$ cat src/mif_regs.vh
/*
  Register map, field positions, reset values and frame layout constants
  of the MPLS / IPv4 receive frame filter.
  Assumes inclusion by the filter design file and by the bench; definitions only.
*/
`ifndef MIF_REGS_VH
`define MIF_REGS_VH

// register byte offsets
`define MIF_OFS_CTRL 8'h00
`define MIF_OFS_BOT_LABEL 8'h04
`define MIF_OFS_TOP_LABEL 8'h08
`define MIF_OFS_TCLASS 8'h0C
`define MIF_OFS_SRC_ADDR 8'h10
`define MIF_OFS_SRC_MASK 8'h14
`define MIF_OFS_DST_ADDR 8'h18
`define MIF_OFS_DST_MASK 8'h1C
`define MIF_OFS_PROTO_DSCP 8'h20
`define MIF_OFS_SEEN_CNT 8'h24
`define MIF_OFS_PASS_CNT 8'h28

// equal-to enables in CTRL, one bit per criterion
`define MIF_EN_BOT_LABEL 0
`define MIF_EN_BOT_TC 1
`define MIF_EN_TOP_LABEL 2
`define MIF_EN_TOP_TC 3
`define MIF_EN_SRC 4
`define MIF_EN_DST 5
`define MIF_EN_PROTO 6
`define MIF_EN_DSCP 7
`define MIF_NUM_CRIT 8

// field positions
`define MIF_TC_BOT_LSB 0
`define MIF_TC_TOP_LSB 4
`define MIF_PROTO_LSB 0
`define MIF_DSCP_LSB 8

// reset values
`define MIF_RST_CTRL 8'h00
`define MIF_RST_LABEL 20'h00000
`define MIF_RST_TC 3'h0
`define MIF_RST_ADDR 32'h00000000
`define MIF_RST_MASK 32'hFFFFFFFF
`define MIF_RST_PROTO 8'h00
`define MIF_RST_DSCP 6'h00

// frame layout, byte positions from start of the Ethernet header
`define MIF_ETYPE_HI 6'h0C
`define MIF_ETYPE_LO 6'h0D
`define MIF_L2_END 6'h0E
`define MIF_ENT1_START 6'h12
`define MIF_ENT2_END 6'h16
`define MIF_ETYPE_MPLS_UC 16'h8847
`define MIF_ETYPE_MPLS_MC 16'h8848
`define MIF_ETYPE_IPV4 16'h0800

// IPv4 header byte positions relative to its first byte
`define MIF_IP_VER 6'h00
`define MIF_IP_TOS 6'h01
`define MIF_IP_PROTO 6'h09
`define MIF_IP_SRC0 6'h0C
`define MIF_IP_DST0 6'h10
`define MIF_IP_LAST 6'h13

`define MIF_RESP_OKAY 2'h0
`define MIF_RESP_SLVERR 2'h2

`endif

$ cat src/mif_frame_filter.v
/*
  MPLS label stack and IPv4 receive frame filter with AXI4-Lite configuration
  and a verdict FIFO (mif_fifo) in front of the verdict output.
  Assumes a byte stream of received frames, starting at the destination MAC,
  with valid/ready/last handshake, synchronous to clk.
*/
// Added by the designer: the register addresses and the AXI4-Lite slave port.
//
// Contract
// RQ1 - each MPLS entry is four bytes; take 20-bit label and 3-bit class
// RQ2 - match stacks of up to two labels with separate bottom and top criteria
// RQ3 - bottom label ignore: label unused, selects no frame by itself
// RQ4 - bottom label equal-to: pass frames whose bottom label equals the setting
// RQ5 - bottom label compare value held as twenty bits
// RQ6 - bottom class ignore: class unused, selects no frame by itself
// RQ7 - bottom class equal-to: pass frames whose bottom class equals the setting
// RQ8 - bottom class compare value is three bits, against bottom entry class
// RQ9 - top label only meaningful with two labels; ignore or equal-to
// RQ10 - top label is the first entry received after the layer-two header
// RQ11 - top label compare value is twenty bits, compared with top entry label
// RQ12 - top class compares three configured bits with top entry class
// RQ13 - IPv4 selection by source, destination, protocol and DSCP separately
// RQ14 - source and destination address criteria each have a mask
// RQ15 - each address compare value is thirty-two bits
// RQ16 - mask ANDed with configured address; only surviving bits decide
// RQ17 - pass only when every equal-to criterion matches; ignore adds nothing
`timescale 1ns/1ns
`default_nettype none
`include "mif_regs.vh"

////////////////////////////////////////////////////////////////////////////////

module mif_fifo #(
  parameter WIDTH = 32,
  parameter DEPTH = 8,
  parameter AW = 3
) (
  input wire clk,
  input wire rst,
  input wire inValid,
  output wire inReady,
  input wire [WIDTH-1:0] inData,
  output reg outValid,
  input wire outReady,
  output reg [WIDTH-1:0] outData
);
  reg [WIDTH-1:0] mem [0:DEPTH-1];
  reg [AW-1:0] wrPtr_reg;
  reg [AW-1:0] rdPtr_reg;
  reg [AW:0] count_reg;
  wire push;
  wire pop;
  // output stage is a register so the consumer sees flop-driven data
  assign inReady = (count_reg != DEPTH[AW:0]);
  assign push = inValid & inReady;
  assign pop = (count_reg != {(AW+1){1'b0}}) & (~outValid | outReady);

  always @(posedge clk) begin
    if (push) begin
      mem[wrPtr_reg] <= inData;
    end
  end

  always @(posedge clk or posedge rst) begin
    if (rst) begin
      wrPtr_reg <= {AW{1'b0}};
      rdPtr_reg <= {AW{1'b0}};
      count_reg <= {(AW+1){1'b0}};
      outValid <= 1'b0;
      outData <= {WIDTH{1'b0}};
    end else begin
      if (push) begin
        wrPtr_reg <= (wrPtr_reg == DEPTH[AW-1:0] - 1'b1) ? {AW{1'b0}} : wrPtr_reg + 1'b1;
      end
      if (pop) begin
        rdPtr_reg <= (rdPtr_reg == DEPTH[AW-1:0] - 1'b1) ? {AW{1'b0}} : rdPtr_reg + 1'b1;
        outData <= mem[rdPtr_reg];
        outValid <= 1'b1;
      end else if (outReady) begin
        outValid <= 1'b0;
      end
      count_reg <= count_reg + {{AW{1'b0}}, push} - {{AW{1'b0}}, pop};
    end
  end
endmodule // mif_fifo

////////////////////////////////////////////////////////////////////////////////

module mif_frame_filter #(
  parameter FIFO_DEPTH = 8,
  parameter FIFO_AW = 3
) (
  input wire clk,
  input wire rst,
  // received frame byte stream
  input wire inValid,
  output reg inReady,
  input wire [7:0] inData,
  input wire inLast,
  // verdict records
  output wire verdictValid,
  input wire verdictReady,
  output wire [31:0] verdictData,
  // AXI4-Lite slave
  input wire [7:0] s_axi_awaddr,
  input wire s_axi_awvalid,
  output reg s_axi_awready,
  input wire [31:0] s_axi_wdata,
  input wire [3:0] s_axi_wstrb,
  input wire s_axi_wvalid,
  output reg s_axi_wready,
  output reg [1:0] s_axi_bresp,
  output reg s_axi_bvalid,
  input wire s_axi_bready,
  input wire [7:0] s_axi_araddr,
  input wire s_axi_arvalid,
  output reg s_axi_arready,
  output reg [31:0] s_axi_rdata,
  output reg [1:0] s_axi_rresp,
  output reg s_axi_rvalid,
  input wire s_axi_rready
);
  // configuration
  reg [7:0] ctrl_reg;
  reg [19:0] botLabel_reg; // [RQ5]
  reg [19:0] topLabel_reg; // [RQ11]
  reg [2:0] botTc_reg; // [RQ8]
  reg [2:0] topTc_reg; // [RQ12]
  reg [31:0] srcAddr_reg; // [RQ15]
  reg [31:0] srcMask_reg;
  reg [31:0] dstAddr_reg; // [RQ15]
  reg [31:0] dstMask_reg;
  reg [7:0] proto_reg;
  reg [5:0] dscp_reg;
  reg [31:0] seenCnt_reg;
  reg [31:0] passCnt_reg;

  // frame capture
  reg [5:0] cnt_reg;
  reg [15:0] etype_reg;
  reg [31:0] ent0_reg;
  reg [31:0] ent1_reg;
  reg [3:0] ipVer_reg;
  reg [5:0] ipDscp_reg;
  reg [7:0] ipProto_reg;
  reg [31:0] ipSrc_reg;
  reg [31:0] ipDst_reg;
  reg ipDone_reg;
  reg evalPend_reg;
  reg pushValid_reg;
  reg [31:0] record_reg;

  wire fifoReady;
  wire accept;
  wire isMpls;
  wire [5:0] ipBase;
  wire [5:0] ipRel;
  wire inIp;
  wire depth1;
  wire depth2;
  wire mplsOk;
  wire isIpv4;
  wire [31:0] botEnt;
  wire [7:0] match;
  wire anyEn;
  wire pass;
  wire evalPend_next;
  wire pushValid_next;

  ////////////////////////////////////////////////////////////////////////////
  // frame parsing

  assign accept = inValid & inReady;
  assign isMpls = (etype_reg == `MIF_ETYPE_MPLS_UC) | (etype_reg == `MIF_ETYPE_MPLS_MC);
  // top entry is the one right after the layer-two header [RQ10]
  assign ipBase = ~isMpls ? `MIF_L2_END : (ent0_reg[8] ? `MIF_ENT1_START : `MIF_ENT2_END);
  assign ipRel = cnt_reg - ipBase;
  assign inIp = (cnt_reg >= ipBase) & (etype_reg == `MIF_ETYPE_IPV4 | isMpls);

  always @(posedge clk or posedge rst) begin
    if (rst) begin
      cnt_reg <= 6'h00;
      etype_reg <= 16'h0000;
      ent0_reg <= 32'h00000000;
      ent1_reg <= 32'h00000000;
      ipVer_reg <= 4'h0;
      ipDscp_reg <= 6'h00;
      ipProto_reg <= 8'h00;
      ipSrc_reg <= 32'h00000000;
      ipDst_reg <= 32'h00000000;
      ipDone_reg <= 1'b0;
    end else if (evalPend_reg) begin
      // input is stalled here, so the captured fields can be wiped safely
      cnt_reg <= 6'h00;
      etype_reg <= 16'h0000;
      ent0_reg <= 32'h00000000;
      ent1_reg <= 32'h00000000;
      ipDone_reg <= 1'b0;
    end else if (accept) begin
      if (cnt_reg != 6'h3F) begin
        cnt_reg <= cnt_reg + 6'h01;
      end
      if (cnt_reg == `MIF_ETYPE_HI) begin
        etype_reg[15:8] <= inData;
      end
      if (cnt_reg == `MIF_ETYPE_LO) begin
        etype_reg[7:0] <= inData;
      end
      // four-byte stack entries, at most two kept [RQ1] [RQ2]
      if (isMpls && cnt_reg >= `MIF_L2_END && cnt_reg < `MIF_ENT1_START) begin
        ent0_reg <= {ent0_reg[23:0], inData};
      end
      if (isMpls && !ent0_reg[8] && cnt_reg >= `MIF_ENT1_START && cnt_reg < `MIF_ENT2_END) begin
        ent1_reg <= {ent1_reg[23:0], inData};
      end
      if (inIp) begin
        if (ipRel == `MIF_IP_VER) begin
          ipVer_reg <= inData[7:4];
        end
        if (ipRel == `MIF_IP_TOS) begin
          ipDscp_reg <= inData[7:2];
        end
        if (ipRel == `MIF_IP_PROTO) begin
          ipProto_reg <= inData;
        end
        if (ipRel >= `MIF_IP_SRC0 && ipRel < `MIF_IP_DST0) begin
          ipSrc_reg <= {ipSrc_reg[23:0], inData};
        end
        if (ipRel >= `MIF_IP_DST0 && ipRel <= `MIF_IP_LAST) begin
          ipDst_reg <= {ipDst_reg[23:0], inData};
        end
        if (ipRel == `MIF_IP_LAST) begin
          ipDone_reg <= 1'b1;
        end
      end
    end
  end

  ////////////////////////////////////////////////////////////////////////////
  // verdict

  // stacks deeper than two labels are not matched by any MPLS criterion [RQ2]
  assign depth1 = isMpls & ent0_reg[8] & (cnt_reg >= `MIF_ENT1_START);
  assign depth2 = isMpls & ~ent0_reg[8] & ent1_reg[8] & (cnt_reg >= `MIF_ENT2_END);
  assign mplsOk = depth1 | depth2;
  assign botEnt = depth1 ? ent0_reg : ent1_reg;
  assign isIpv4 = ipDone_reg & (ipVer_reg == 4'h4) & ((etype_reg == `MIF_ETYPE_IPV4) | mplsOk);

  assign match[`MIF_EN_BOT_LABEL] = mplsOk & (botEnt[31:12] == botLabel_reg); // [RQ4]
  assign match[`MIF_EN_BOT_TC] = mplsOk & (botEnt[11:9] == botTc_reg); // [RQ7] [RQ8]
  assign match[`MIF_EN_TOP_LABEL] = depth2 & (ent0_reg[31:12] == topLabel_reg); // [RQ9] [RQ11]
  assign match[`MIF_EN_TOP_TC] = depth2 & (ent0_reg[11:9] == topTc_reg); // [RQ12]
  // xor then mask equals comparing the masked values [RQ14] [RQ16]
  assign match[`MIF_EN_SRC] = isIpv4 & (((ipSrc_reg ^ srcAddr_reg) & srcMask_reg) == 32'h00000000);
  assign match[`MIF_EN_DST] = isIpv4 & (((ipDst_reg ^ dstAddr_reg) & dstMask_reg) == 32'h00000000);
  assign match[`MIF_EN_PROTO] = isIpv4 & (ipProto_reg == proto_reg); // [RQ13]
  assign match[`MIF_EN_DSCP] = isIpv4 & (ipDscp_reg == dscp_reg); // [RQ13]

  // ignored criteria neither block nor select [RQ3] [RQ6] [RQ17]
  assign anyEn = |ctrl_reg;
  assign pass = anyEn & (&(match | ~ctrl_reg)); // [RQ17]

  assign evalPend_next = accept & inLast;
  assign pushValid_next = evalPend_reg | (pushValid_reg & ~fifoReady);

  always @(posedge clk or posedge rst) begin
    if (rst) begin
      inReady <= 1'b0;
      evalPend_reg <= 1'b0;
      pushValid_reg <= 1'b0;
      record_reg <= 32'h00000000;
      seenCnt_reg <= 32'h00000000;
      passCnt_reg <= 32'h00000000;
    end else begin
      // stream stalls from the last byte until the verdict enters the FIFO
      inReady <= ~(evalPend_next | pushValid_next);
      evalPend_reg <= evalPend_next;
      pushValid_reg <= pushValid_next;
      if (evalPend_reg) begin
        record_reg <= {16'h0000, match, 3'h0, depth2, depth1, isIpv4, mplsOk, pass};
        seenCnt_reg <= seenCnt_reg + 32'h00000001;
        if (pass) begin
          passCnt_reg <= passCnt_reg + 32'h00000001;
        end
      end
    end
  end

  mif_fifo #(
    .WIDTH(32),
    .DEPTH(FIFO_DEPTH),
    .AW(FIFO_AW)
  ) u_fifo (
    .clk(clk),
    .rst(rst),
    .inValid(pushValid_reg),
    .inReady(fifoReady),
    .inData(record_reg),
    .outValid(verdictValid),
    .outReady(verdictReady),
    .outData(verdictData)
  );

  ////////////////////////////////////////////////////////////////////////////
  // AXI4-Lite slave

  function [31:0] strobed;
    input [31:0] old;
    input [31:0] wd;
    input [3:0] st;
    integer i;
    begin
      strobed = old;
      for (i = 0; i < 4; i = i + 1) begin
        if (st[i]) begin
          strobed[i*8 +: 8] = wd[i*8 +: 8];
        end
      end
    end
  endfunction

  wire wrTake;
  wire rdTake;
  wire [31:0] tcWord;
  wire [31:0] pdWord;
  reg [31:0] rdMux;
  reg rdHit;
  reg [31:0] wrOld;
  wire [31:0] wrNew;

  assign wrTake = s_axi_awvalid & s_axi_wvalid & ~s_axi_bvalid & ~s_axi_awready;
  assign rdTake = s_axi_arvalid & ~s_axi_rvalid & ~s_axi_arready;
  assign tcWord = {25'h0000000, topTc_reg, 1'b0, botTc_reg};
  assign pdWord = {18'h00000, dscp_reg, proto_reg};
  assign wrNew = strobed(wrOld, s_axi_wdata, s_axi_wstrb);

  // old word of the addressed register; unstrobed byte lanes keep it
  always @* begin
    case (s_axi_awaddr)
      `MIF_OFS_CTRL: wrOld = {24'h000000, ctrl_reg};
      `MIF_OFS_BOT_LABEL: wrOld = {12'h000, botLabel_reg};
      `MIF_OFS_TOP_LABEL: wrOld = {12'h000, topLabel_reg};
      `MIF_OFS_TCLASS: wrOld = tcWord;
      `MIF_OFS_PROTO_DSCP: wrOld = pdWord;
      default: wrOld = 32'h00000000;
    endcase
  end

  always @* begin
    rdHit = 1'b1;
    case (s_axi_araddr)
      `MIF_OFS_CTRL: rdMux = {24'h000000, ctrl_reg};
      `MIF_OFS_BOT_LABEL: rdMux = {12'h000, botLabel_reg};
      `MIF_OFS_TOP_LABEL: rdMux = {12'h000, topLabel_reg};
      `MIF_OFS_TCLASS: rdMux = tcWord;
      `MIF_OFS_SRC_ADDR: rdMux = srcAddr_reg;
      `MIF_OFS_SRC_MASK: rdMux = srcMask_reg;
      `MIF_OFS_DST_ADDR: rdMux = dstAddr_reg;
      `MIF_OFS_DST_MASK: rdMux = dstMask_reg;
      `MIF_OFS_PROTO_DSCP: rdMux = pdWord;
      `MIF_OFS_SEEN_CNT: rdMux = seenCnt_reg;
      `MIF_OFS_PASS_CNT: rdMux = passCnt_reg;
      default: begin
        rdMux = 32'h00000000;
        rdHit = 1'b0;
      end
    endcase
  end

  always @(posedge clk or posedge rst) begin
    if (rst) begin
      s_axi_awready <= 1'b0;
      s_axi_wready <= 1'b0;
      s_axi_bvalid <= 1'b0;
      s_axi_bresp <= `MIF_RESP_OKAY;
      s_axi_arready <= 1'b0;
      s_axi_rvalid <= 1'b0;
      s_axi_rdata <= 32'h00000000;
      s_axi_rresp <= `MIF_RESP_OKAY;
      ctrl_reg <= `MIF_RST_CTRL;
      botLabel_reg <= `MIF_RST_LABEL;
      topLabel_reg <= `MIF_RST_LABEL;
      botTc_reg <= `MIF_RST_TC;
      topTc_reg <= `MIF_RST_TC;
      srcAddr_reg <= `MIF_RST_ADDR;
      srcMask_reg <= `MIF_RST_MASK;
      dstAddr_reg <= `MIF_RST_ADDR;
      dstMask_reg <= `MIF_RST_MASK;
      proto_reg <= `MIF_RST_PROTO;
      dscp_reg <= `MIF_RST_DSCP;
    end else begin
      // address and data are taken together in one cycle
      s_axi_awready <= wrTake;
      s_axi_wready <= wrTake;
      if (wrTake) begin
        s_axi_bvalid <= 1'b1;
        s_axi_bresp <= `MIF_RESP_OKAY;
        case (s_axi_awaddr)
          `MIF_OFS_CTRL: ctrl_reg <= wrNew[7:0];
          `MIF_OFS_BOT_LABEL: botLabel_reg <= wrNew[19:0];
          `MIF_OFS_TOP_LABEL: topLabel_reg <= wrNew[19:0];
          `MIF_OFS_TCLASS: begin
            botTc_reg <= wrNew[`MIF_TC_BOT_LSB +: 3];
            topTc_reg <= wrNew[`MIF_TC_TOP_LSB +: 3];
          end
          `MIF_OFS_SRC_ADDR: srcAddr_reg <= strobed(srcAddr_reg, s_axi_wdata, s_axi_wstrb);
          `MIF_OFS_SRC_MASK: srcMask_reg <= strobed(srcMask_reg, s_axi_wdata, s_axi_wstrb);
          `MIF_OFS_DST_ADDR: dstAddr_reg <= strobed(dstAddr_reg, s_axi_wdata, s_axi_wstrb);
          `MIF_OFS_DST_MASK: dstMask_reg <= strobed(dstMask_reg, s_axi_wdata, s_axi_wstrb);
          `MIF_OFS_PROTO_DSCP: begin
            proto_reg <= wrNew[`MIF_PROTO_LSB +: 8];
            dscp_reg <= wrNew[`MIF_DSCP_LSB +: 6];
          end
          `MIF_OFS_SEEN_CNT, `MIF_OFS_PASS_CNT: s_axi_bresp <= `MIF_RESP_OKAY;
          default: s_axi_bresp <= `MIF_RESP_SLVERR;
        endcase
      end else if (s_axi_bready) begin
        s_axi_bvalid <= 1'b0;
      end
      s_axi_arready <= rdTake;
      if (rdTake) begin
        s_axi_rvalid <= 1'b1;
        s_axi_rdata <= rdMux;
        s_axi_rresp <= rdHit ? `MIF_RESP_OKAY : `MIF_RESP_SLVERR;
      end else if (s_axi_rready) begin
        s_axi_rvalid <= 1'b0;
      end
    end
  end
endmodule // mif_frame_filter

`default_nettype wire

$ cat config.mk
export PLATFORM = sky130hd
export DESIGN_NAME = mif_frame_filter
export DESIGN_NICKNAME = d
export VERILOG_FILES = /design/src/mif_frame_filter.v
export VERILOG_INCLUDE_DIRS = /design/src
export SDC_FILE = /design/constraint.sdc
export NUM_CORES = 1
export LEC_CHECK = 0
export BUFFER_PORTS_ARGS = -buffer_cell sky130_fd_sc_hd__buf_2
export CORE_ASPECT_RATIO = 0.7
export CORE_MARGIN = 1.5
export CORE_UTILIZATION = 63
export DETAILED_ROUTE_END_ITERATION = 12
export PLACE_DENSITY = 0.81
export SYNTH_ARGS = -nofsm -noshare
export SYNTH_HDL_FRONTEND = slang
export SYNTH_HIERARCHICAL = 1
export SYNTH_SLANG_ARGS = --single-unit
$ cat constraint.sdc
create_clock -name clk -period 17.1 [get_ports clk]
set_clock_uncertainty 0.05 [all_clocks]
set_input_delay 2.565 -clock clk [delete_from_list [all_inputs] [get_ports clk]]
set_output_delay 2.565 -clock clk [all_outputs]
set_load 0.05 [all_outputs]
; Word level (Yosys, flattened, before mapping)
; Memory sizes are Yosys's and may differ from the RTL's. A register that Yosys moved wholly into a read port is not among the register bits.
; Index checks and enable logic that the tools add are counted.
[totals]
regBits = 528
latchBits = 0
mem_bits_rw = 104
rom_bits = 0
output_inout_bits = 75
mem_count = 1
[mem_list]
columns = name, depth, width, read_ports, rd_ports_with_merged_regs, write_ports, line_no
row1 = u_fifo.mem, 8, 13, 1, 1, 1, mif_frame_filter.v:47  ; reg [WIDTH-1:0] mem [0:DEPTH-1];
[classes]
add_sub_neg = 8
n_mul = 0
div_mod_pow = 0
magnitude_cmp = 10
eq_ne = 39
shifts = 0
muxes = 38
bitwise_logic = 49
reduce_logical = 62
[ops]
columns = op, n
row1 = 32-bit case mux with 11 select lines, 1
row2 = 32-bit 2-to-1 mux, 7
row3 = 20-bit case mux with 4 select lines, 1
row4 = 32-bit by 1-bit adder with 32-bit output (second input constant), 2
row5 = 32-bit AND, 2
row6 = 8-bit by 5-bit equality test with 1-bit output (second input constant), 8
row7 = 32-bit zero test, 2
row8 = 32-bit XOR, 2
row9 = 3-bit AND reduction, 17
row10 = 8-bit by 6-bit equality test with 1-bit output (second input constant), 6
row11 = 20-bit equality test, 2
row12 = 16-bit equality test (second input constant), 2
row13 = 8-bit by 4-bit equality test with 1-bit output (second input constant), 4
row14 = 16-bit 2-to-1 mux, 2
row15 = 8-bit 2-to-1 mux, 4
row16 = 1-bit AND, 27
row17 = 2-bit AND reduction, 11
row18 = 2-bit nonzero test, 11
row19 = 11-bit OR reduction, 2
row20 = 4-bit AND reduction, 5
row21 = 6-bit by 4-bit equality test with 1-bit output (second input constant), 3
row22 = 6-bit by 5-bit greater-or-equal comparator with 1-bit output (second input constant), 3
row23 = 6-bit by 5-bit < comparator with 1-bit output (second input constant), 3
row24 = 6-bit 2-to-1 mux, 3
row25 = other kinds (35), 76

; Depth between registers and ports, before layout
; Gate-level depths: netlist of the first run.
[depth]
word_depth = 13
mapped_depth = 15

; By module
; The synthesis of the first run kept the hierarchy.
[by_module_without_submodules]
columns = mod, instances, cells_per_inst, area_per_inst_um2, seq_area_each_um2
row1 = mif_frame_filter, 1, 2038, 23157.2, 12166.7
row2 = mif_fifo, 1, 646, 11821.3, 8763.4

; Least setup slack after synthesis of the first run
; Ideal clock, no wire load.
[synth_timing]
path_kind = input -> register
start = in s_axi_awaddr[1]
end = reg botLabel_reg[15]
setup_time_ns = 0.083
t_arrival_ns = 4.811
required_time_ns = 16.967
path_slack_ns = 12.156
path_stages = 9
n_path_buf = 2
path_cell_list = or4_1 -> or3_1 -> nor3b_1 -> clkbuf_1 -> buf_1 -> a22oi_1 -> nor2_1 -> a21oi_1 -> o21ai_0
[synth_via]
elab_chain_len = 3
word_cells_on_any_way = 7
classes_between = eq/ne: 4 / mux: 2 / reduce/logical: 1
[synth_lines]
columns = element, line_no
row1 = from (decl), mif_frame_filter.v:105  ; input wire [7:0] s_axi_awaddr,
row2 = "8-bit by 6-bit equality test with 1-bit output, or another cell as far along", mif_frame_filter.v:339  ; case (s_axi_awaddr)
row3 = 20-bit case mux with 4 select lines, mif_frame_filter.v:339
row4 = 8-bit 2-to-1 mux, mif_frame_filter.v:315  ; if (st[i]) begin
row5 = to (signal assigned), mif_frame_filter.v:381  ; botLabel_reg <= `MIF_RST_LABEL;
row6 = to (signal assigned), mif_frame_filter.v:400  ; `MIF_OFS_BOT_LABEL: botLabel_reg <= wrNew[19:0];
row7 = to (decl), mif_frame_filter.v:125  ; reg [19:0] botLabel_reg;
; Parallel ways exist; a longest one is shown, timed or not.
; A chain may end at the register's enable or synchronous reset.

; Worst setup path in the final report of the first run
[layout_timing]
start = in s_axi_awaddr[1]
end = reg proto_reg[1]
[layout_via]
elab_chain_len = 3
word_cells_on_any_way = 7
classes_between = eq/ne: 4 / mux: 2 / reduce/logical: 1
[layout_lines]
columns = element, line_no
row1 = "8-bit by 6-bit equality test with 1-bit output, or another cell as far along", "mif_frame_filter.v:339, mif_frame_filter.v:398"
row2 = 20-bit case mux with 4 select lines, mif_frame_filter.v:339
row3 = 8-bit 2-to-1 mux, mif_frame_filter.v:315
row4 = to (signal assigned), mif_frame_filter.v:389  ; proto_reg <= `MIF_RST_PROTO;
row5 = to (signal assigned), mif_frame_filter.v:411  ; proto_reg <= wrNew[`MIF_PROTO_LSB +: 8];
row6 = to (decl), mif_frame_filter.v:133  ; reg [7:0] proto_reg;
; Parallel ways exist; a longest one is shown, timed or not.

==> results summary, run 1 <==
The placer congestion estimate came out at around 1.0. The register with the most flip-flops is u_fifo/mem. The number of standard cells in the final layout excluding fillers is 3753.

The first TritonRoute pass finished after 8 iterations. The starting density of the core is 0.635. The clock tree synthesis step divided the H-tree into 3 levels. The standard cell core area came out at between 0.05 and 0.06 mm2.

The clock latency on the worst-skew pair came out at 0.63 ns. The biggest area contributor in the post-synthesis netlist is sky130_fd_sc_hd__dfrtp_1. The flow ran to the end, and the final reports show no timing, DRC or antenna violations. Measured against its own limit, the worst slew margin works out to 0.134. Port buffering added 142 buffers.

The power share of the combinational group came out at 0.183. The final clock period utilization by the worst path is 0.300. The share of total power dissipated in the clock network is 0.359.

In the final design database the tool counted between 3000 and 4000 nets. The worst-case IR drop observed on VDD is 0.112 mV. The hold violation total from the final report came out at 0. The number of global-route vias before repair came out at about 24000. Of the post-synthesis cell area, the dominant cell type holds 0.331.

Setup repair after global routing left no endpoint under its margin. The total negative slack for setup checks is 0 ns. The via count came out at between 20000 and 25000. The initial antenna violation count was 2.

The net switching power of the design is around 1.4 mW. The count of endpoints failing setup in the final report came out at 0. Measured on the finished design, the core utilization comes to 0.717. The number of buffers added for setup after CTS came out at 0. The global-route wire length before repair is about 150000 um. The leakage power is 18.1 nW.

The synthesized flop and latch total is around 780. The finished cells cover 0.0395 mm2. The slew at the pin with the worst max-slew slack came out at 1.29 ns. The final-report max-slew violation count is 0. The number of buffers added to fix hold violations after cts is 0. The number of DRC violations after detailed routing is 0. The DRC violation total after the first TritonRoute iteration is 3274. The synthesized area per cell came out at around 13 um2. The setup path with the least slack is of type input pin to register. The tool flagged a number of max-cap violations equal to 0. The total placed cells including tap cells is 3616. The placement-stage worst setup slack is between 10 and 15 ns. The worst hold slack across all endpoints came out at ~0.43 ns. The setup slack after layout came out at ~12 ns. The maximum buffer depth of the clock tree is 3. The path class of the tightest hold or removal check is register to register.

The number of routed nets with antenna violations came out at 0. The async set-reset flop share out of synthesis is 0.673. For this run, the leading register cell type out of synthesis is sky130_fd_sc_hd__dfrtp_1. The number of fill cells came out at 3594. The area growth from synthesis to layout came out at 12.8%.

Power spread over the standard cell area amounts to roughly 120 mW/mm2. The number of buffers added by the clock tree synthesis step came out at 74. The highest achievable clock rate came out at a little under 200 MHz.

The critical path startpoint category is an input pin. The floorplan step defined a die boundary enclosing 0.0570 mm2. The remaining global-route overflow came out at 0. The width of the chip is around 280 um. The worst endpoint data arrival time is roughly 5.6 ns. The largest fanout on the critical path came out at 20. The number of enable-type register cells in the synthesized netlist is roughly 260. The Yosys warning count came out at 6. Pin placement for this block handled 145 I/O pins. The total power came out at roughly 4.7 mW. The share of total power dissipated in sequential elements is 0.459. The largest net degree at the start of global routing came out at around 190.

The post-synthesis instance area came out at 0.0350 mm2. For this run, the register share of the synthesized area comes to 0.598. The flip-flop count of the largest register, all copies and words added is between 200 and 300. The internal power summed over all cells came out at ~3.3 mW.

The sum of net half-perimeters after detailed placement came out at approximately 70000 um. The final routed wire length divided by cell count is approximately 27 um. After clock tree synthesis, the repair step resized 0 gates. Yosys attributes the largest share of cell area to sky130_fd_sc_hd__dfrtp_1 (33%), sky130_fd_sc_hd__edfxtp_1 (22%), sky130_fd_sc_hd__mux2_2 (8.7%). The gate count after technology mapping is between 2000 and 3000. The per-cell via count in the routed design is between 6 and 7. CTS saw slightly below 800 sinks. STA puts the critical path data required time at around 18 ns.

Clock-pin slew was measured on the worst setup and hold paths at approximately 0.06 ns. The sum of routed wire length over all layers is 101000 um. In the final layout, the share of cells above drive strength 1 is 0.234. TritonCTS built the clock tree. The initialized floorplan defines between 70 and 80 standard-cell rows. Of the total power, the share spent switching nets is 0.299. The distinct cell type count after synthesis is 81. The type of destination of the critical path is a register.

Counting I/O delays and the setup requirement, the final critical path takes 5.13 ns. The cell area reported after detailed placement is around 0.037 mm2. In this run the clock root is driven by a sky130_fd_sc_hd__clkbuf_16. For this run, the total global-route usage over all layers was measured as 0.357. The die boundary height is about 200 um.
## layer usage
metal	track usage	routed length, um	vias to the layer above
li1	-	-	10400
met5	0.0233	187	-
met1	0.505	41000	12400
met2	0.529	44500	1430
met3	0.0981	11200	267
met4	0.134	3960	4
## path summary, 6_finish.rpt
path	end	startpoint	slack (ns)	cells after the start
setup / recovery	proto_reg[1]$_DFFE_PP0P_	s_axi_awaddr[1]	11.97	8
min in group asynchronous	evalPend_reg$_DFF_PP0_	rst	2.03	2
hold reg to reg	passCnt_reg[31]$_DFFE_PP0P_	passCnt_reg[31]$_DFFE_PP0P_	0.43	1
max in group asynchronous	srcAddr_reg[15]$_DFFE_PP0P_	rst	12.02	5
hold / removal	passCnt_reg[31]$_DFFE_PP0P_	passCnt_reg[31]$_DFFE_PP0P_	0.43	1
setup reg to reg	passCnt_reg[18]$_DFFE_PP0P_	etype_reg[4]$_DFFE_PP0P_	12.27	9
## kinds of logic after synthesis
group | Yosys count | synth area share
DFF | 782 | 0.598
and+or+nand+nor | 538 | 0.0748
AOI/OAI and AO/OA | 516 | 0.110
muxes | 431 | 0.134
xor gates and xnor gates | 198 | 0.0496
buffers and inverters | 194 | 0.0244
adders and majority gates | 24 | 0.00894
other | 1 | 0.000107
## cell usage in the layout (no fill, tap or decap), types with 21 or more instances in the layout
master                        n
sky130_fd_sc_hd__o22ai_1     37
sky130_fd_sc_hd__buf_4       37
sky130_fd_sc_hd__nor2_1     148
sky130_fd_sc_hd__nand2_1    134
sky130_fd_sc_hd__ha_1        21
sky130_fd_sc_hd__nand3_1     73
sky130_fd_sc_hd__a22o_1      80
sky130_fd_sc_hd__clkbuf_1    22
sky130_fd_sc_hd__buf_2      142
sky130_fd_sc_hd__o31ai_2     32
sky130_fd_sc_hd__mux2i_1    131
sky130_fd_sc_hd__clkbuf_16   77
sky130_fd_sc_hd__xnor2_1     50
sky130_fd_sc_hd__a21oi_1     47
sky130_fd_sc_hd__mux2_2     270
sky130_fd_sc_hd__dfstp_2     64
sky130_fd_sc_hd__nor4_1      22
sky130_fd_sc_hd__dfrtp_1    460
sky130_fd_sc_hd__nor3_1      27
sky130_fd_sc_hd__a22oi_1    133
sky130_fd_sc_hd__mux2_1      30
sky130_fd_sc_hd__nand4_1     38
sky130_fd_sc_hd__conb_1     154
sky130_fd_sc_hd__xor2_1     148
sky130_fd_sc_hd__inv_1       50
sky130_fd_sc_hd__o21ai_0     99
sky130_fd_sc_hd__edfxtp_1   256
## power groups by stage
| stage | registers (mW) | logic [mW] | clock network (mW) |
|---|---|---|---|
| global placement | 2.19 | 0.824 | 0 |
| global route | 2.18 | 0.917 | 1.79 |
| floorplan | 2.27 | 0.546 | 0 |
| finish | 2.17 | 0.862 | 1.69 |
| CTS | 2.16 | 0.859 | 1.71 |
| detailed placement | 2.20 | 0.854 | 0 |
## cell type report
cell class	count	area [um2]	share of cell area
Clock inverter	30	374	0.00948
Multi-Input combinational cell	1861	13900	0.352
Antenna cell	1	2.50	0.0000634
Sequential cell	782	20900	0.531
Inverter	53	206	0.00523
Clock buffer	106	2110	0.0534
Tap cell	740	926	0.0235
Timing Repair Buffer	180	1010	0.0256
## worst max-delay path: stages
cell                       delay (ns)
sky130_fd_sc_hd__buf_2           0.10
sky130_fd_sc_hd__or4_1           0.62
sky130_fd_sc_hd__or3_1           0.44
sky130_fd_sc_hd__nor3b_4         0.97
sky130_fd_sc_hd__a22oi_1         0.22
sky130_fd_sc_hd__a311oi_1        0.33
sky130_fd_sc_hd__a21oi_1         0.13
sky130_fd_sc_hd__o21ai_0         0.21
## cell usage after synthesis (50+ instances only)
cell type / instances
sky130_fd_sc_hd__nand2_1: 135
sky130_fd_sc_hd__nor2_1: 159
sky130_fd_sc_hd__dfstp_2: 64
sky130_fd_sc_hd__mux2_2: 270
sky130_fd_sc_hd__inv_1: 52
sky130_fd_sc_hd__edfxtp_1: 256
sky130_fd_sc_hd__a22o_1: 80
sky130_fd_sc_hd__xor2_1: 148
sky130_fd_sc_hd__xnor2_1: 50
sky130_fd_sc_hd__mux2i_1: 131
sky130_fd_sc_hd__nand3_1: 75
sky130_fd_sc_hd__a22oi_1: 133
sky130_fd_sc_hd__o21ai_0: 99
sky130_fd_sc_hd__dfrtp_1: 462
sky130_fd_sc_hd__clkbuf_1: 104
Note: power is estimated with default switching activity, not from simulation.
==> run 2, diff against run 1 <==
- clock period: 17.1 -> 5.05 ns (I/O delays scaled with it)
==> run 2 against run 1 <==
  * Design area is 0.45% higher
  * Sequential power rose to 3.4 times the previous value
  * Global-route usage grew 0.38 points
  * Via count shrank 0.16%
  * Core utilization up 0.32 points
  * Total power grew to 3.4 times the previous value
==> results summary, run 2 (same netlist as run 1, synthesis figures left out) <==
The longest individual stage delay on the worst path is 0.80 ns (was 0.97 ns). The largest fanout on the critical path came out at 31 (was 20). The register with the most flip-flops is u_fifo/mem (unchanged). The final standard cell area without fillers is 0.0396 mm2 (was 0.0395 mm2).

The count of input and output buffers came out at 142 (unchanged). The remaining global-route overflow was 0 (unchanged). The total met2 wirelength after detailed routing is 44900 um (was 44500 um). The number of buffers added for setup after CTS came out at 0 (unchanged). Setup repair after global routing missed its margin: no (unchanged).

Top library cells by usage in the layout, fill and taps aside: sky130_fd_sc_hd__dfrtp_1 (460), sky130_fd_sc_hd__mux2_2 (270), sky130_fd_sc_hd__edfxtp_1 (256) (unchanged). The count of standard-cell rows came out at 72 (unchanged). Outcome: completed (unchanged). The number of max-cap violations came to 0 (unchanged). The post-cts resize count is 0 (unchanged).

The largest net degree at the start of global routing was 119 (was 188). The placer congestion estimate is 1.01 (about the same). The area of all sequential standard cells came out at 0.0209 mm2 (unchanged).

The maximum buffer depth of the clock tree is 3 (unchanged). The data required time of the critical path came out at 5.55 ns (was 17.56 ns). The flip-flop count of the largest register, all copies and words added came out at 256 (unchanged).

The worst endpoint data arrival time is 4.99 ns (was 5.60 ns). The final routed wire length divided by cell count came out at 27.0 um (was 26.9 um). The number of DRC violations after detailed routing is 0 (unchanged). The final-report max-slew violation count was 0 (unchanged). The area growth from synthesis to layout came to 13.3% (was 12.8%). The total iterations of the first detailed-routing run came out at 7 (was 8).

The detailed-routed wire length on met3 was 12900 um (was 11200 um). The critical path's top delay family is simple AND/OR/NAND/NOR gates (unchanged). The area of the die is 0.0570 mm2 (unchanged). The sum of net half-perimeters after detailed placement is 69700 um (was 68200 um). The sum of routed wire length over all layers is 102000 um (was 101000 um). The worst max-slew margin expressed relative to the limit came out at 0.181 (was 0.134).

The clock sink count came out at 782 (unchanged). The fraction of layout instances using a drive strength above 1 came out at 0.239 (was 0.234). The clock transition at the registers of the reported paths is 0.07 ns (was 0.06 ns). The peak supply drop came out at 0.298 mV (was 0.112 mV). The clock latency on the worst-skew pair is 0.63 ns (about the same). The type of destination of the critical path is a register (unchanged). The hold violation total from the final report came to 0 (unchanged). The top routing layer in use was met5 (unchanged). The number of buffers added to fix hold violations after cts is 0 (unchanged). The type of the worst setup path is register to register (was input pin to register). The most common library cell in the layout ignoring fill and taps is sky130_fd_sc_hd__dfrtp_1 (unchanged). The global-route wire length before repair is 153000 um (was 152000 um). The slew at the pin with the worst max-slew slack is 1.22 ns (was 1.29 ns). The die boundary height was 200 um (unchanged). The number of buffers and inverters on the critical path was 0 (was 1). The per-cell via count in the routed design came out at 6.50 (was 6.53). The global router's overall resource usage was 0.361 (was 0.357). The width of the chip was 285 um (unchanged). The cell area reported after detailed placement is 0.0371 mm2 (was 0.0370 mm2). The starting density of the core is 0.635 (unchanged).

The initial antenna violation count came out at 4 (was 2). The DRC violation total after the first TritonRoute iteration came to 3387 (was 3274). The number of buffers added by the clock tree synthesis step is 73 (was 74). The CTS root buffer is sky130_fd_sc_hd__clkbuf_16 (unchanged). The critical path startpoint category was a register (was input pin). After layout, the minimum clock period comes to between 4 and 5 ns. The area of the multi-input gates came out at 0.0139 mm2 (about the same). The library cell contributing the largest single delay on the critical path is sky130_fd_sc_hd__o31ai_1 (was sky130_fd_sc_hd__nor3b_4). Crit path cell chain: nor4b_1, nand2_1, nor3_2, mux2i_1, o21ai_0, o31ai_1, nand3_2, nor4_1, xor2_1 (was buf_2, or4_1, or3_1, nor3b_4, a22oi_1, a311oi_1, a21oi_1, o21ai_0). The CTS tree is done (unchanged). The power density of the placed cells was 406 mW/mm2 (was 120 mW/mm2). The count of endpoints failing setup in the final report is 0 (unchanged).

The highest achievable clock rate is 223 MHz. The length of routed wiring on met1 came out at 40400 um (was 41000 um). The number of global-route vias before repair came to 24400 (about the same). The final net count came out at 3055 (was 3045).

The total negative slack for setup checks is 0 ns (unchanged). The class of the tightest hold or removal check is input pin to register (was register to register). The leakage power is 18.2 nW (was 18.1 nW). The via count came out at 24500 (about the same). The standard cell core area was 0.0550 mm2 (unchanged).

Of the available clock period, the critical path in the final layout requires 0.889. The total number of H-tree levels is 3 (unchanged). The number of routed nets with antenna violations is 0 (unchanged).

The number of fill cells is 3573 (was 3594). The number of top-level pins came out at 145 (unchanged).
-- run 2: cell types whose count changed in the layout (fill, tap and decap cells not counted), moves of 2 or more --
cell                       previous run  this run
sky130_fd_sc_hd__clkinv_1             4         1
sky130_fd_sc_hd__buf_12               1         4
sky130_fd_sc_hd__buf_4               37        45
sky130_fd_sc_hd__clkbuf_8             7        15
sky130_fd_sc_hd__clkbuf_1            22        17
sky130_fd_sc_hd__diode_2              1         3
-- run 2: layer usage --
| layer | vias to the layer above | global-route usage |
|---|---|---|
| li1 | 10400 | - |
| met1 | 12300 | 0.504 |
| met2 | 1443 | 0.525 |
| met3 | 276 | 0.129 |
| met4 | 2 | 0.124 |
| met5 | - | 0.0125 |
-- run 2: power by group --
part	switching (mW)	internal (mW)	total, mW
logic	1.91	1.02	2.93
registers	0.441	6.92	7.36
clock network	2.45	3.37	5.82
total	4.80	11.3	16.1
-- run 2: worst paths after layout --
path | startpoint | end | slack (ns) | cells past startpoint
max | etype_reg[4]$_DFFE_PP0P_ | passCnt_reg[18]$_DFFE_PP0P_ | 0.56 | 9
min | s_axi_rready | s_axi_rvalid$_DFFE_PP0P_ | 0.27 | 2
max reg2reg | etype_reg[4]$_DFFE_PP0P_ | passCnt_reg[18]$_DFFE_PP0P_ | 0.56 | 9
min reg2reg | seenCnt_reg[31]$_DFFE_PP0P_ | seenCnt_reg[31]$_DFFE_PP0P_ | 0.44 | 1
max in group asynchronous | rst | passCnt_reg[2]$_DFFE_PP0P_ | 3.37 | 3
min in group asynchronous | rst | evalPend_reg$_DFF_PP0_ | 0.28 | 2
-- run 2: area by class of cell --
class / instances / share of cell area
Inverter: 53 / 0.00511
Timing Repair Buffer: 191 / 0.0285
Sequential cell: 782 / 0.528
Clock buffer: 108 / 0.0548
Clock inverter: 28 / 0.00938
Antenna cell: 3 / 0.000189
Tap cell: 740 / 0.0234
Multi-Input combinational cell: 1861 / 0.350
-- run 2: per-stage QoR --
stage | total power, mW | hold slack [ns] | worst slack (ns) | utilization | instances
2_1_floorplan | 9.54 | 0.392 | -2.25 | - | 2837
3_3_place_gp | 10.3 | 0.409 | 0.878 | 0.674 | 3627
3_5_place_dp | 10.4 | 0.435 | 0.658 | 0.674 | 3627
4_1_cts | 16.1 | 0.260 | 0.655 | 0.720 | 3763
5_1_grt | 16.6 | 0.254 | 0.101 | 0.720 | 3765
6_report | 16.1 | 0.273 | 0.559 | 0.720 | 3766
-- run 2: worst register-to-register path: cells and delay by family, from the launching register on --
kind / cells / cell delay (ns)
muxes: 1 / 0.24
DFF: 1 / 0.39
xor gates and xnor gates: 1 / 0.21
and+or+nand+nor: 5 / 2.62
AOI/OAI and AO/OA: 2 / 0.92
